$ cat src/gtm_pkg.sv
/*
  package for the general timer module 16-bit timer half: register offsets,
  field positions, reset values, mode codes and edge timing counts.
  assumes a 32-bit apb slave with word-aligned registers and a 10 MHz clk_sys.
*/
package gtm_pkg;
  // register byte offsets
  localparam logic [7:0] OFS_CFG   = 8'h00;
  localparam logic [7:0] OFS_MODE  = 8'h04;
  localparam logic [7:0] OFS_CTL   = 8'h0c;
  localparam logic [7:0] OFS_IMASK = 8'h18;
  localparam logic [7:0] OFS_RIS   = 8'h1c;
  localparam logic [7:0] OFS_MIS   = 8'h20;
  localparam logic [7:0] OFS_ICLR  = 8'h24;
  localparam logic [7:0] OFS_LOAD  = 8'h28;
  localparam logic [7:0] OFS_MATCH = 8'h30;
  localparam logic [7:0] OFS_PRE   = 8'h38;
  localparam logic [7:0] OFS_CAPT  = 8'h48;
  localparam logic [7:0] OFS_COUNT = 8'h50;
  // config and mode field values
  localparam logic [2:0] CFG_SPLIT    = 3'h4;
  localparam logic [1:0] MODE_ONESHOT = 2'h1;
  localparam logic [1:0] MODE_PERIOD  = 2'h2;
  localparam logic [1:0] MODE_CAPTURE = 2'h3;
  // mode register field positions
  localparam int MODE_LSB = 0;
  localparam int CMR_BIT  = 2;
  localparam int AMS_BIT  = 3;
  // control register field positions
  localparam int EN_BIT    = 0;
  localparam int STALL_BIT = 1;
  localparam int EVT_LSB   = 2;
  localparam int INV_BIT   = 6;
  // status bit positions: timeout, count match, edge event
  localparam int ST_TO = 0;
  localparam int ST_CM = 1;
  localparam int ST_CE = 2;
  // edge event select codes
  localparam logic [1:0] EVT_RISE = 2'h0;
  localparam logic [1:0] EVT_FALL = 2'h1;
  localparam logic [1:0] EVT_BOTH = 2'h3;
  // reset values
  localparam logic [15:0] RST_LOAD = 16'hffff;
  localparam logic [7:0]  RST_PRE  = 8'h00;
  // input hold time after an edge and its cycle count at 10 MHz
  localparam int CLK_PERIOD_NS = 100;
  localparam int EDGE_HOLD_NS  = 200;
  localparam int EDGE_HOLD_CYC = (EDGE_HOLD_NS + CLK_PERIOD_NS - 1) / CLK_PERIOD_NS;
endpackage : gtm_pkg

$ cat src/gtm_edge_det.sv
/*
  capture pin synchroniser and edge detector.
  assumes the pin level is held two clocks after every edge.
*/
`timescale 1ns/1ps
`default_nettype none
module gtm_edge_det
(
  input  wire logic       clk_sys,   // system clock
  input  wire logic       rst,       // synchronous reset
  input  wire logic       pin_in,    // raw capture pin
  input  wire logic [1:0] evt_sel,   // edge event select
  output logic            edge_hit   // selected edge seen
);
  logic sync1_ff;  // first stage, read only by sync2
  logic sync2_ff;  // settled level
  logic prev_ff;   // previous settled level

  // two-flop synchroniser then compare of successive samples
  always_ff @(posedge clk_sys)
  begin
    if (rst)
    begin
      sync1_ff <= 1'b0;
      sync2_ff <= 1'b0;
      prev_ff  <= 1'b0;
    end
    else
    begin
      sync1_ff <= pin_in;
      sync2_ff <= sync1_ff;
      prev_ff  <= sync2_ff;
    end
  end

  // pick rising, falling or both
  always_comb
  begin
    case (evt_sel)
      gtm_pkg::EVT_RISE: edge_hit = sync2_ff & ~prev_ff;
      gtm_pkg::EVT_FALL: edge_hit = ~sync2_ff & prev_ff;
      gtm_pkg::EVT_BOTH: edge_hit = sync2_ff ^ prev_ff;
      default:           edge_hit = 1'b0;
    endcase
  end
endmodule // gtm_edge_det
`default_nettype wire

$ cat src/gtm_prescale.sv
/*
  8-bit prescaler giving a one-cycle count enable every p+1 clocks.
  assumes the caller reloads it when the main counter reloads.
*/
`timescale 1ns/1ps
`default_nettype none
module gtm_prescale
#(
  parameter int PW = 8  // prescaler width
)
(
  input  wire logic          clk_sys,  // system clock
  input  wire logic          rst,      // synchronous reset
  input  wire logic          run,      // counting allowed
  input  wire logic          reload,   // restart from setting
  input  wire logic [PW-1:0] pre_val,  // prescale setting p
  output logic               tick      // one-cycle count enable
);
  logic [PW-1:0] cnt_ff;  // down-count of remaining clocks

  // tick when the residue is zero, then restart at p
  always_ff @(posedge clk_sys)
  begin
    if (rst)
      cnt_ff <= '0;
    else if (reload)
      cnt_ff <= pre_val;
    else if (run)
      cnt_ff <= (cnt_ff == '0) ? pre_val : cnt_ff - 1'b1;
  end

  assign tick = run && (cnt_ff == '0);
endmodule // gtm_prescale
`default_nettype wire

$ cat src/gtm_timer.sv
/*
  one 16-bit timer half with apb registers: one-shot, periodic, edge count,
  edge time and pwm modes. one instance serves each of the two halves.
  assumes an apb master, a debug halt level and an asynchronous capture pin.
*/
`timescale 1ns/1ps
`default_nettype none
module gtm_timer
#(
  parameter int CW = 16,  // counter width
  parameter int PW = 8    // prescaler width
)
(
  input  wire logic        clk_sys,     // system clock
  input  wire logic        rst,         // synchronous reset
  input  wire logic        psel,        // apb select
  input  wire logic        penable,     // apb access phase
  input  wire logic        pwrite,      // apb direction
  input  wire logic [7:0]  paddr,       // apb byte address
  input  wire logic [31:0] pwdata,      // apb write data
  output logic      [31:0] prdata,      // apb read data
  output logic             pready,      // apb ready
  output logic             pslverr,     // apb error
  input  wire logic        debug_halt,  // processor halted by debugger
  input  wire logic        ccp_in,      // capture_compare_pin input
  output logic             ccp_out,     // capture_compare_pin pwm drive
  output logic             ccp_oe,      // capture_compare_pin output enable
  output logic             irq          // masked flag summary
);
  typedef enum logic [2:0] {M_IDLE, M_ONESHOT, M_PERIOD, M_ECOUNT, M_ETIME, M_PWM} gtm_mode_e;

  logic [2:0]    cfg_ff;          // timer_config_register
  logic [3:0]    tmode_ff;        // timer_mode_register
  logic          run_ff;          // timer_run_enable
  logic          stall_ff;        // debug_stall_enable
  logic [1:0]    evt_ff;          // edge_event_select
  logic          inv_ff;          // pwm_output_invert
  logic [2:0]    imask_ff;        // interrupt_mask_register
  logic [2:0]    ris_ff;          // raw_interrupt_status
  logic [CW-1:0] load_ff;         // interval_load_value
  logic [CW-1:0] match_ff;        // match_value
  logic [PW-1:0] pre_ff;          // prescale_value
  logic [CW-1:0] cnt_ff;          // running count
  logic [CW-1:0] capt_ff;         // captured_count_value
  logic          wrapped_ff;      // count reached zero last step
  logic          pwm_ff;          // pwm level before invert
  logic          load_wr_ff;      // load written last cycle
  logic [31:0]   prdata_ff;       // read data register
  logic          pready_ff;       // ready register
  logic          pslverr_ff;      // error register
  logic          ccp_out_ff;      // pin drive register
  logic          ccp_oe_ff;       // pin enable register
  logic          irq_ff;          // interrupt register
  gtm_mode_e     mode;            // decoded mode
  logic          wr_acc;          // write in setup phase
  logic          rd_acc;          // read in setup phase
  logic          hit;             // address maps a register
  logic          freeze;          // debug stall active
  logic          tick;            // prescaled count enable
  logic          edge_hit;        // selected edge
  logic          step;            // counter moves this cycle
  logic          at_zero;         // counter is zero
  logic          cm_set;          // count match event
  logic          to_set;          // timeout event
  logic          ce_set;          // edge event
  logic [2:0]    nxt_ris;         // next raw status

  // decode the mode from config and mode register fields; same decode serves either half
  always_comb
  begin
    mode = M_IDLE;
    if (cfg_ff == gtm_pkg::CFG_SPLIT)
    begin
      case (tmode_ff[gtm_pkg::MODE_LSB +: 2])
        gtm_pkg::MODE_ONESHOT: mode = M_ONESHOT;
        gtm_pkg::MODE_PERIOD:
          mode = (tmode_ff[gtm_pkg::AMS_BIT] && !tmode_ff[gtm_pkg::CMR_BIT]) ? M_PWM : M_PERIOD;
        gtm_pkg::MODE_CAPTURE:
          mode = tmode_ff[gtm_pkg::CMR_BIT] ? M_ETIME : M_ECOUNT;
        default: mode = M_IDLE;
      endcase
    end
  end

  // apb decode: answer in the access phase with no wait state
  assign wr_acc = psel && !penable && pwrite;
  assign rd_acc = psel && !penable && !pwrite;
  always_comb
  begin
    case (paddr)
      gtm_pkg::OFS_CFG, gtm_pkg::OFS_MODE, gtm_pkg::OFS_CTL, gtm_pkg::OFS_IMASK,
      gtm_pkg::OFS_RIS, gtm_pkg::OFS_MIS, gtm_pkg::OFS_ICLR, gtm_pkg::OFS_LOAD,
      gtm_pkg::OFS_MATCH, gtm_pkg::OFS_PRE, gtm_pkg::OFS_CAPT, gtm_pkg::OFS_COUNT: hit = 1'b1;
      default: hit = 1'b0;
    endcase
  end

  assign freeze  = stall_ff && debug_halt;
  assign at_zero = (cnt_ff == '0);

  gtm_prescale #(.PW(PW)) u_pre
  (
    .clk_sys (clk_sys),
    .rst     (rst),
    .run     (run_ff && !freeze && (mode == M_ONESHOT || mode == M_PERIOD)),
    .reload  (wrapped_ff || !run_ff),  // held at p while stopped so the first count also takes p+1
    .pre_val (pre_ff),
    .tick    (tick)
  );

  gtm_edge_det u_edge
  (
    .clk_sys  (clk_sys),
    .rst      (rst),
    .pin_in   (ccp_in),
    .evt_sel  (evt_ff),
    .edge_hit (edge_hit)
  );

  // when the counter advances; edge modes bypass the prescaler
  always_comb
  begin
    case (mode)
      M_ONESHOT, M_PERIOD: step = tick;
      M_ETIME, M_PWM:      step = run_ff && !freeze;
      M_ECOUNT:            step = run_ff && !freeze && edge_hit;
      default:             step = 1'b0;
    endcase
  end

  assign to_set = (mode == M_ONESHOT || mode == M_PERIOD) && step && at_zero && !wrapped_ff;
  assign cm_set = (mode == M_ECOUNT) && run_ff && (cnt_ff == match_ff);
  assign ce_set = (mode == M_ETIME) && run_ff && !freeze && edge_hit;

  // software register writes
  always_ff @(posedge clk_sys)
  begin
    if (rst)
    begin
      cfg_ff   <= '0;
      tmode_ff <= '0;
      stall_ff <= 1'b0;
      evt_ff   <= gtm_pkg::EVT_RISE;
      inv_ff   <= 1'b0;
      imask_ff <= '0;
      load_ff  <= gtm_pkg::RST_LOAD;
      match_ff <= '0;
      pre_ff   <= gtm_pkg::RST_PRE;
    end
    else if (wr_acc)
    begin
      case (paddr)
        gtm_pkg::OFS_CFG:   cfg_ff   <= pwdata[2:0];
        gtm_pkg::OFS_MODE:  tmode_ff <= pwdata[3:0];
        gtm_pkg::OFS_CTL:
        begin
          stall_ff <= pwdata[gtm_pkg::STALL_BIT];
          evt_ff   <= pwdata[gtm_pkg::EVT_LSB +: 2];
          inv_ff   <= pwdata[gtm_pkg::INV_BIT];
        end
        gtm_pkg::OFS_IMASK: imask_ff <= pwdata[2:0];
        gtm_pkg::OFS_LOAD:  load_ff  <= pwdata[CW-1:0];
        gtm_pkg::OFS_MATCH: match_ff <= pwdata[CW-1:0];
        gtm_pkg::OFS_PRE:   pre_ff   <= pwdata[PW-1:0];
        default: ;
      endcase
    end
  end

  // run enable: software writes, hardware clears after one-shot or match
  always_ff @(posedge clk_sys)
  begin
    if (rst)
      run_ff <= 1'b0;
    else if (mode == M_ONESHOT && wrapped_ff)
      run_ff <= 1'b0;
    else if (cm_set)
      run_ff <= 1'b0;
    else if (wr_acc && paddr == gtm_pkg::OFS_CTL)
      run_ff <= pwdata[gtm_pkg::EN_BIT];
  end

  // note that a load write happened, taken next cycle
  always_ff @(posedge clk_sys)
  begin
    if (rst)
      load_wr_ff <= 1'b0;
    else
      load_wr_ff <= wr_acc && (paddr == gtm_pkg::OFS_LOAD);
  end

  // the counter itself
  always_ff @(posedge clk_sys)
  begin
    if (rst)
    begin
      cnt_ff     <= gtm_pkg::RST_LOAD;
      wrapped_ff <= 1'b0;
    end
    else if (!run_ff)
    begin
      cnt_ff     <= load_ff;           // preload while stopped
      wrapped_ff <= 1'b0;
    end
    else if (cm_set)
    begin
      cnt_ff     <= load_ff;
      wrapped_ff <= 1'b0;
    end
    else if (load_wr_ff)
    begin
      cnt_ff     <= load_ff;
      wrapped_ff <= 1'b0;
    end
    else if (wrapped_ff && !freeze)
    begin
      cnt_ff     <= load_ff;
      wrapped_ff <= 1'b0;
    end
    else if (step && !wrapped_ff)
    begin
      if (at_zero)
        wrapped_ff <= (mode != M_ECOUNT);
      else
        cnt_ff <= cnt_ff - 1'b1;
    end
  end

  // raw status: set wins over clear
  always_comb
  begin
    nxt_ris = ris_ff;
    if (wr_acc && paddr == gtm_pkg::OFS_ICLR)
      nxt_ris = ris_ff & ~pwdata[2:0];
    nxt_ris[gtm_pkg::ST_TO] = nxt_ris[gtm_pkg::ST_TO] | to_set;
    nxt_ris[gtm_pkg::ST_CM] = nxt_ris[gtm_pkg::ST_CM] | cm_set;
    nxt_ris[gtm_pkg::ST_CE] = nxt_ris[gtm_pkg::ST_CE] | ce_set;
  end

  always_ff @(posedge clk_sys)
  begin
    if (rst)
    begin
      ris_ff <= '0;
      irq_ff <= 1'b0;
    end
    else
    begin
      ris_ff <= nxt_ris;
      irq_ff <= |(nxt_ris & imask_ff);
    end
  end

  // capture count on each edge in edge time mode
  always_ff @(posedge clk_sys)
  begin
    if (rst)
      capt_ff <= gtm_pkg::RST_LOAD;
    else if (ce_set)
      capt_ff <= cnt_ff;
  end

  // pwm: high at load value, low at match, no flags
  always_ff @(posedge clk_sys)
  begin
    if (rst)
    begin
      pwm_ff     <= 1'b0;
      ccp_out_ff <= 1'b0;
      ccp_oe_ff  <= 1'b0;
    end
    else
    begin
      if (cnt_ff == load_ff)
        pwm_ff <= 1'b1;
      else if (cnt_ff == match_ff)
        pwm_ff <= 1'b0;
      ccp_out_ff <= (mode == M_PWM) && run_ff && (pwm_ff ^ inv_ff);
      ccp_oe_ff  <= (mode == M_PWM);
    end
  end

  // apb read data and response
  always_ff @(posedge clk_sys)
  begin
    if (rst)
    begin
      prdata_ff  <= '0;
      pready_ff  <= 1'b0;
      pslverr_ff <= 1'b0;
    end
    else
    begin
      pready_ff  <= psel && !penable;
      pslverr_ff <= psel && !penable && !hit;
      prdata_ff  <= '0;
      if (rd_acc)
      begin
        case (paddr)
          gtm_pkg::OFS_CFG:   prdata_ff <= {29'h0, cfg_ff};
          gtm_pkg::OFS_MODE:  prdata_ff <= {28'h0, tmode_ff};
          gtm_pkg::OFS_CTL:   prdata_ff <= {25'h0, inv_ff, 2'h0, evt_ff, stall_ff, run_ff};
          gtm_pkg::OFS_IMASK: prdata_ff <= {29'h0, imask_ff};
          gtm_pkg::OFS_RIS:   prdata_ff <= {29'h0, ris_ff};
          gtm_pkg::OFS_MIS:   prdata_ff <= {29'h0, ris_ff & imask_ff};
          gtm_pkg::OFS_LOAD:  prdata_ff <= {16'h0, load_ff};
          gtm_pkg::OFS_MATCH: prdata_ff <= {16'h0, match_ff};
          gtm_pkg::OFS_PRE:   prdata_ff <= {24'h0, pre_ff};
          gtm_pkg::OFS_CAPT:  prdata_ff <= {16'h0, (mode == M_ETIME) ? capt_ff : cnt_ff};
          gtm_pkg::OFS_COUNT: prdata_ff <= {16'h0, cnt_ff};
          default:            prdata_ff <= '0;
        endcase
      end
    end
  end

  assign prdata  = prdata_ff;
  assign pready  = pready_ff;
  assign pslverr = pslverr_ff;
  assign ccp_out = ccp_out_ff;
  assign ccp_oe  = ccp_oe_ff;
  assign irq     = irq_ff;

  // one-shot clears run on the same edge as the reload
  AST_ONESHOT_STOP: assert property (@(posedge clk_sys) disable iff (rst)
    (mode == M_ONESHOT && wrapped_ff) |=> !run_ff) else $error("one-shot kept running");
  // timeout raises the raw flag next cycle
  AST_TO_FLAG: assert property (@(posedge clk_sys) disable iff (rst)
    to_set |=> ris_ff[gtm_pkg::ST_TO]) else $error("timeout flag missing");
  // reload after zero
  AST_RELOAD: assert property (@(posedge clk_sys) disable iff (rst)
    (run_ff && wrapped_ff && !freeze && !cm_set && !load_wr_ff) |=> cnt_ff == $past(load_ff))
    else $error("no reload after zero");
  // load write taken on the next cycle
  AST_LOAD_NEXT: assert property (@(posedge clk_sys) disable iff (rst)
    (run_ff && load_wr_ff && !cm_set) |=> cnt_ff == $past(load_ff)) else $error("load not taken");
  // stall freezes the count
  AST_STALL: assert property (@(posedge clk_sys) disable iff (rst)
    (run_ff && freeze && !load_wr_ff && !cm_set && !(mode == M_ONESHOT && wrapped_ff)) |=> $stable(cnt_ff))
    else $error("count moved while stalled");
  // match stops edge counting
  AST_MATCH_STOP: assert property (@(posedge clk_sys) disable iff (rst)
    cm_set |=> (!run_ff && ris_ff[gtm_pkg::ST_CM])) else $error("edge count did not stop");
  // edge time capture
  AST_CAPTURE: assert property (@(posedge clk_sys) disable iff (rst)
    ce_set |=> (capt_ff == $past(cnt_ff) && ris_ff[gtm_pkg::ST_CE])) else $error("capture wrong");
  // pwm sets no flags
  AST_PWM_QUIET: assert property (@(posedge clk_sys) disable iff (rst)
    (mode == M_PWM) |=> ((ris_ff & ~$past(ris_ff)) == 3'h0)) else $error("flag in pwm mode");
  // edge count decrements by one
  AST_ECOUNT_DEC: assert property (@(posedge clk_sys) disable iff (rst)
    (mode == M_ECOUNT && step && !cm_set && !at_zero && !load_wr_ff) |=> cnt_ff == $past(cnt_ff) - 16'h0001)
    else $error("edge count step wrong");
endmodule // gtm_timer
`default_nettype wire

$ cat config.mk
export PLATFORM = sky130hd
export DESIGN_NAME = gtm_timer
export DESIGN_NICKNAME = d
export VERILOG_FILES = /design/src/gtm_pkg.sv /design/src/gtm_edge_det.sv /design/src/gtm_prescale.sv /design/src/gtm_timer.sv
export SDC_FILE = /design/constraint.sdc
export NUM_CORES = 1
export LEC_CHECK = 0
export BUFFER_PORTS_ARGS = -buffer_cell sky130_fd_sc_hd__buf_2
export CORE_MARGIN = 4
export CORE_UTILIZATION = 25
export DETAILED_ROUTE_END_ITERATION = 10
export PLACE_DENSITY = 0.41
export SLEW_MARGIN = 10
export SYNTH_ARGS = -nofsm -noshare
export SYNTH_HDL_FRONTEND = slang
export SYNTH_SLANG_ARGS = --single-unit
$ cat constraint.sdc
create_clock -name clk_sys -period 2.6 [get_ports clk_sys]
set_input_delay 0.39 -clock clk_sys [delete_from_list [all_inputs] [get_ports clk_sys]]
set_output_delay 0.39 -clock clk_sys [all_outputs]
set_load 0.01 [all_outputs]
## Word level (Yosys, flattened, before mapping)

Index checks and enable logic that the tools add are counted.

- Bits in registers: 141
- Input port bits: 47
- Output and inout port bits: 37
- Logic and storage cells: 148

- Add/subtract/negate cells: 2
- Equal/unequal tests: 27
- Muxes and demuxes: 21
- Bitwise logic cells: 15
- Reductions and logical operators: 57

Operators with widths:

| cell | count |
|---|---|
| $pmux W16 S11 | 1 |
| $mux W16 | 7 |
| $eq A8 B6 Y1 const B | 5 |
| $eq A16 B16 Y1 | 2 |
| $logic_and A1 B1 Y1 | 26 |
| $mux W8 | 3 |
| $reduce_and A2 Y1 | 9 |
| $eq A8 B5 Y1 const B | 2 |
| $eq A8 B7 Y1 const B | 2 |
| $logic_not A16 Y1 | 1 |
| $logic_not A8 Y1 | 2 |
| $sub A16 B1 Y16 const B | 1 |
| $mux W3 | 4 |
| $reduce_or A12 Y1 | 1 |
| $and A3 B3 Y3 | 3 |
| $eq A3 B3 Y1 const B | 3 |
| $pmux W3 S3 | 1 |
| $eq A8 B3 Y1 const B | 1 |
| $eq A8 B4 Y1 const B | 1 |
| $sub A8 B1 Y8 const B | 1 |
| $logic_not A1 Y1 | 7 |
| $eq A2 B2 Y1 const B | 3 |
| $eq A3 B2 Y1 const B | 2 |
| $pmux W1 S3 | 2 |
| other kinds (17) | 32 |

## Logic depth before layout (Yosys ltp)

- Word-level depth: 16
- Depth in mapped cells: 10

## Modules after synthesis

A second synthesis with hierarchy kept.

- Cells, all modules: 798
- Area, all modules: 6581.3 um^2

Modules (own cells, without submodules):

| module | instances | cells an instance | area each (um^2) |
|---|---|---|---|
| gtm_timer | 1 | 716 | 5859.4 |
| gtm_prescale | 1 | 69 | 593.1 |
| gtm_edge_det | 1 | 13 | 128.9 |

## Worst setup path before layout

OpenSTA, ideal clock, no wires.

- Path type: reg2reg
- From: register cnt_ff[1]
- To: register cnt_ff[1]
- Data arrival time: 2.163 ns
- Data required time: 2.531 ns
- Slack: 0.368 ns
- Stages on the path, launching flop included: 10
- Buffers on the path: 1
- Period minus slack after synthesis: 2.232 ns
- Path through: dfxtp_1 > clkbuf_1 > inv_1 > ha_1 > or3b_2 > nor3_1 > a21oi_2 > o211ai_1 > mux2_1 > o21ai_1

- Longest elaborated chain between the ends: 7
- Elaborated cells on any way between the ends: 13
- Classes of those cells: add/sub (1); eq/ne (3); mux (6); reduce/logical (3)

Ends and longest elaborated chain:

| element | RTL line | RTL |
|---|---|---|
| start: declaration | gtm_timer.sv:43 | `logic [CW-1:0] cnt_ff;` |
| start signal: assignment | gtm_timer.sv:197 | `cnt_ff <= gtm_pkg::RST_LOAD;` |
| start signal: assignment | gtm_timer.sv:202 | `cnt_ff <= load_ff;` |
| start signal: assignment | gtm_timer.sv:207 | `cnt_ff <= load_ff;` |
| $sub A16 B1 Y16 | gtm_timer.sv:225 | `cnt_ff <= cnt_ff - 1'b1;` |
| $mux W16 | gtm_timer.sv:222 | `if (at_zero)` |
| $mux W16 | gtm_timer.sv:220 | `else if (step && !wrapped_ff)` |
| $mux W16 | gtm_timer.sv:215 | `else if (wrapped_ff && !freeze)` |
| $mux W16 | gtm_timer.sv:210 | `else if (load_wr_ff)` |
| $mux W16 | gtm_timer.sv:205 | `else if (cm_set)` |
| $mux W16 | gtm_timer.sv:200 | `else if (!run_ff)` |

Parallel ways exist; a longest one is shown, timed or not. The select of a mux whose other input is x is not followed.
A chain may end at the register's enable or synchronous reset.

## Final worst setup path

- From: register cnt_ff[9]
- To: register irq_ff (netlist: irq)

- Longest elaborated chain between the ends: 6
- Elaborated cells on any way between the ends: 9
- Classes of those cells: eq/ne (1); bitwise (3); reduce/logical (5)

Ends and longest elaborated chain:

| element | RTL line | RTL |
|---|---|---|
| $logic_not A16 Y1 | gtm_timer.sv:99 | `assign at_zero = (cnt_ff == '0);` |
| $logic_and A1 B1 Y1 (2 in series) | gtm_timer.sv:131 | `assign to_set = (mode == M_ONESHOT \|\| mode == M_PERIOD) && step && at_zero && !wrapped_ff;` |
| $or A1 B1 Y1 | gtm_timer.sv:235 | `nxt_ris[gtm_pkg::ST_TO] = nxt_ris[gtm_pkg::ST_TO] \| to_set;` |
| $and A3 B3 Y3 (*) | gtm_timer.sv:250 | `irq_ff <= \|(nxt_ris & imask_ff);` |
| $reduce_or A3 Y1 (*) | gtm_timer.sv:250 |  |
| end signal: assignment | gtm_timer.sv:250 |  |
| end: declaration | gtm_timer.sv:53 | `logic irq_ff;` |

Every way passes the cells marked *; elsewhere a longest branch is shown, timed or not.

==> results_dict.tcl <==
set metrics [dict create \
    cp_slowest_cell "or4_4" \
    cts_root_buf "clkbuf_16" \
    grt_usage 0.145 \
    setup-violations-final 0 \
    hold_class "input port to register" \
    clock_latency_ns 0.42 \
    io_pins 84 \
    finClkSkew_ns 0.00977 \
    wl_per_cell_um 18.4 \
    async_flop_share 0 \
    r2r_end "irq" \
    ys_seq_elements 125 \
    worst_ep_required_time_ns 2.96 \
    first_pass_iters 7 \
    ir_drop_v 0.000433 \
    die_area_mm2 0.0299 \
    numPortBuffers 51 \
    status "finished clean" \
    met2_usage 0.216 \
    synth_cells 787 \
    holdPathStages 2 \
    path_class "register to register" \
    reg2reg_from "cnt_ff[9]" \
    place.gp.congestion 0.784 \
    die_h_um 173 \
    use_met1 0.211 \
    powerDensity_mw_per_mm2 555 \
    synth_area_mm2 0.00679 \
    finalWorstPathRequiredPeriod_ns 2.30 \
    design.core.area_mm2 0.0269 \
    drc_errors 0 \
    cts_max_path_buffers 2 \
    synth.area.top_cells "dfxtp_1 (37%), nand2_1 (6.9%), mux2i_1 (4.3%), a21oi_1 (3.8%), nand3b_1 (3.8%)" \
    hold_buffers 0 \
    ys_seq_area_frac 0.368 \
    start_kind "register" \
    hold_slack_ns 0.188 \
    hold_viol 0 \
    max_stage_delay_ns 0.55 \
    dp_hpwl_um 16300 \
    area_growth_syn_to_layout_pct 19.4 \
    ys.flop_type "dfxtp_1" \
    period_share 0.886 \
    drive_gt1_frac 0.203 \
    cts_tree "done" \
    setup_tns_ns 0 \
    grt_pass1_wl_um 34200 \
    post_cts.repair.setup_buffers 0 \
    grt_max_degree 34 \
    grt_pass1_vias 5621 \
    tightestPinTransition_ns 0.630 \
    drt-total-wl_um 22100 \
    maxCapViolCount 0 \
    worstHoldEndpoint "u_edge.sync1_ff" \
    synth_top_area_cell "dfxtp_1" \
    rsz0062_at_grt "no" \
    rows 60 \
    cp.arrival_ns 2.66 \
    dpl_cell_area_mm2 0.00752 \
    synth_top_area_frac 0.368 \
    start_util 0.253 \
    path_cells "buf_4 -> or4_4 -> nor4_4 -> nand2_1 -> o41ai_2 -> a221o_1" \
    p_leak_uw 0.00313 \
    cts_resized 0 \
    initialDrtViolationCount 420 \
    clk_pin_slew_ns 0.05 \
    overflow 0 \
    syn_area_per_cell_um2 8.63 \
    yosysUniqueCellTypes 80 \
    r2r_cells 6 \
    drtAntennaViolNets 0 \
    worst_setup_path_end_kind "register" \
    max_freq_mhz 434 \
    r2r_slack_ns 0.30 \
    maxSlewHeadroom 0.579 \
    min-delay-start "ccp_in" \
    maxSlewViolCount 0 \
    grt_antenna_before_repair 1 \
    htree_levels 4 \
    final_nets 898 \
    crit_fanout 6 \
    cts_buffers 17 \
    clock_sinks 125 \
    use_met3 0.0321 \
    design_area_mm2 0.00811 \
    synth_edf_count 0 \
    dr_total_vias 5858 \
    synth_warnings 0 \
    viasPerCell 4.89 \
    die_x_um 173 \
    busiest_layer "met2" \
]
==> area by class of cell <==
class	count	area (um2)
sequential	125	2500
clock inverter	8	115
inverter	14	52.6
clock buffer	22	474
timing repair buffer	102	688
antenna	1	2.50
multi-input combinational	586	3850
fill	2883	18800
tap	341	427
==> state kept, by name, indices dropped and copies added (netlist names), 2 cells and up <==
register / cells
match_ff: 16
capt_ff: 16
cnt_ff: 16
u_pre.cnt_ff: 8
prdata: 16
load_ff: 16
tmode_ff: 4
evt_ff: 2
imask_ff: 3
pre_ff: 8
ris_ff: 3
cfg_ff: 3
==> cell families after synthesis <==
logic type	share of synthesized area
adders and majority gates	0.00921
and+or+nand+nor	0.254
DFF	0.368
buffers and inverters	0.0731
other	0.000552
AOI/OAI and AO/OA	0.185
muxes	0.0460
xor gates and xnor gates	0.0630
==> placed cells by master (no fill, tap or decap), drive strengths merged, types with 13 or more instances in the layout <==
master,count
nand3b,34
a21oi,53
nand3,18
nor2,53
xor2,30
buf,102
dfxtp,125
a2bb2oi,15
o21ai,19
inv,14
nand2,125
a22oi,13
mux2i,29
nor4,13
xnor2,18
clkbuf,22
and2,15
conb,16
==> where the power goes <==
group          internal [uW]  leakage (uW)  switching (uW)  total, uW
Clock                   1560      0.000295             842       2410
Combinational           61.0       0.00183             111        172
Sequential              1920       0.00101            2.16       1920
Total                   3550       0.00313             955       4500
==> cells in the mapped netlist (10+ instances only) <==
cell type / n
o2111ai_1: 11
a21oi_1: 51
nand2_1: 124
nand3b_1: 34
and2_1: 14
nor2_1: 50
a222oi_1: 11
o211ai_1: 11
mux2i_1: 29
nand3_1: 18
o21ai_1: 11
a22oi_1: 13
buf_4: 19
xor2_1: 29
nand4_1: 10
inv_1: 12
buf_2: 19
xnor2_1: 18
clkbuf_1: 30
a2bb2oi_2: 10
dfxtp_1: 125
==> stage by stage <==
step / setup WS (ns) / std cells / util / power (uW)
after global placement: 0.318 / 1168 / 0.280 / 2140
after global routing: 0.168 / 1198 / 0.302 / 4650
after detailed placement: 0.329 / 1168 / 0.280 / 2140
after floorplan: 0.368 / 802 / - / 2070
after CTS: 0.303 / 1198 / 0.302 / 4560
final: 0.297 / 1199 / 0.302 / 4500
==> how the worst max path moves through the flow <==
stage	to	startpoint
final	irq	cnt_ff[9]
after global routing	irq	cnt_ff[1]
after CTS	irq	cnt_ff[1]
after detailed placement	irq	cnt_ff[1]
after global placement	irq	cnt_ff[9]
after floorplan	cnt_ff[1]	cnt_ff[1]
==> routing by layer <==
metal  routed length [um]  share of wire
met5                    0              0
met3                 1040          0.047
met2                 9580           0.43
met1                11200           0.51
met4                  286          0.013
==> critical path, delay by kind of cell (launching register included) <==
kind	cells	cell delay [ns]
AOI/OAI and AO/OA	2	0.66
and+or+nand+nor	3	1.05
buffers and inverters	1	0.17
DFF	1	0.36
(Power assumes the default switching activity.)
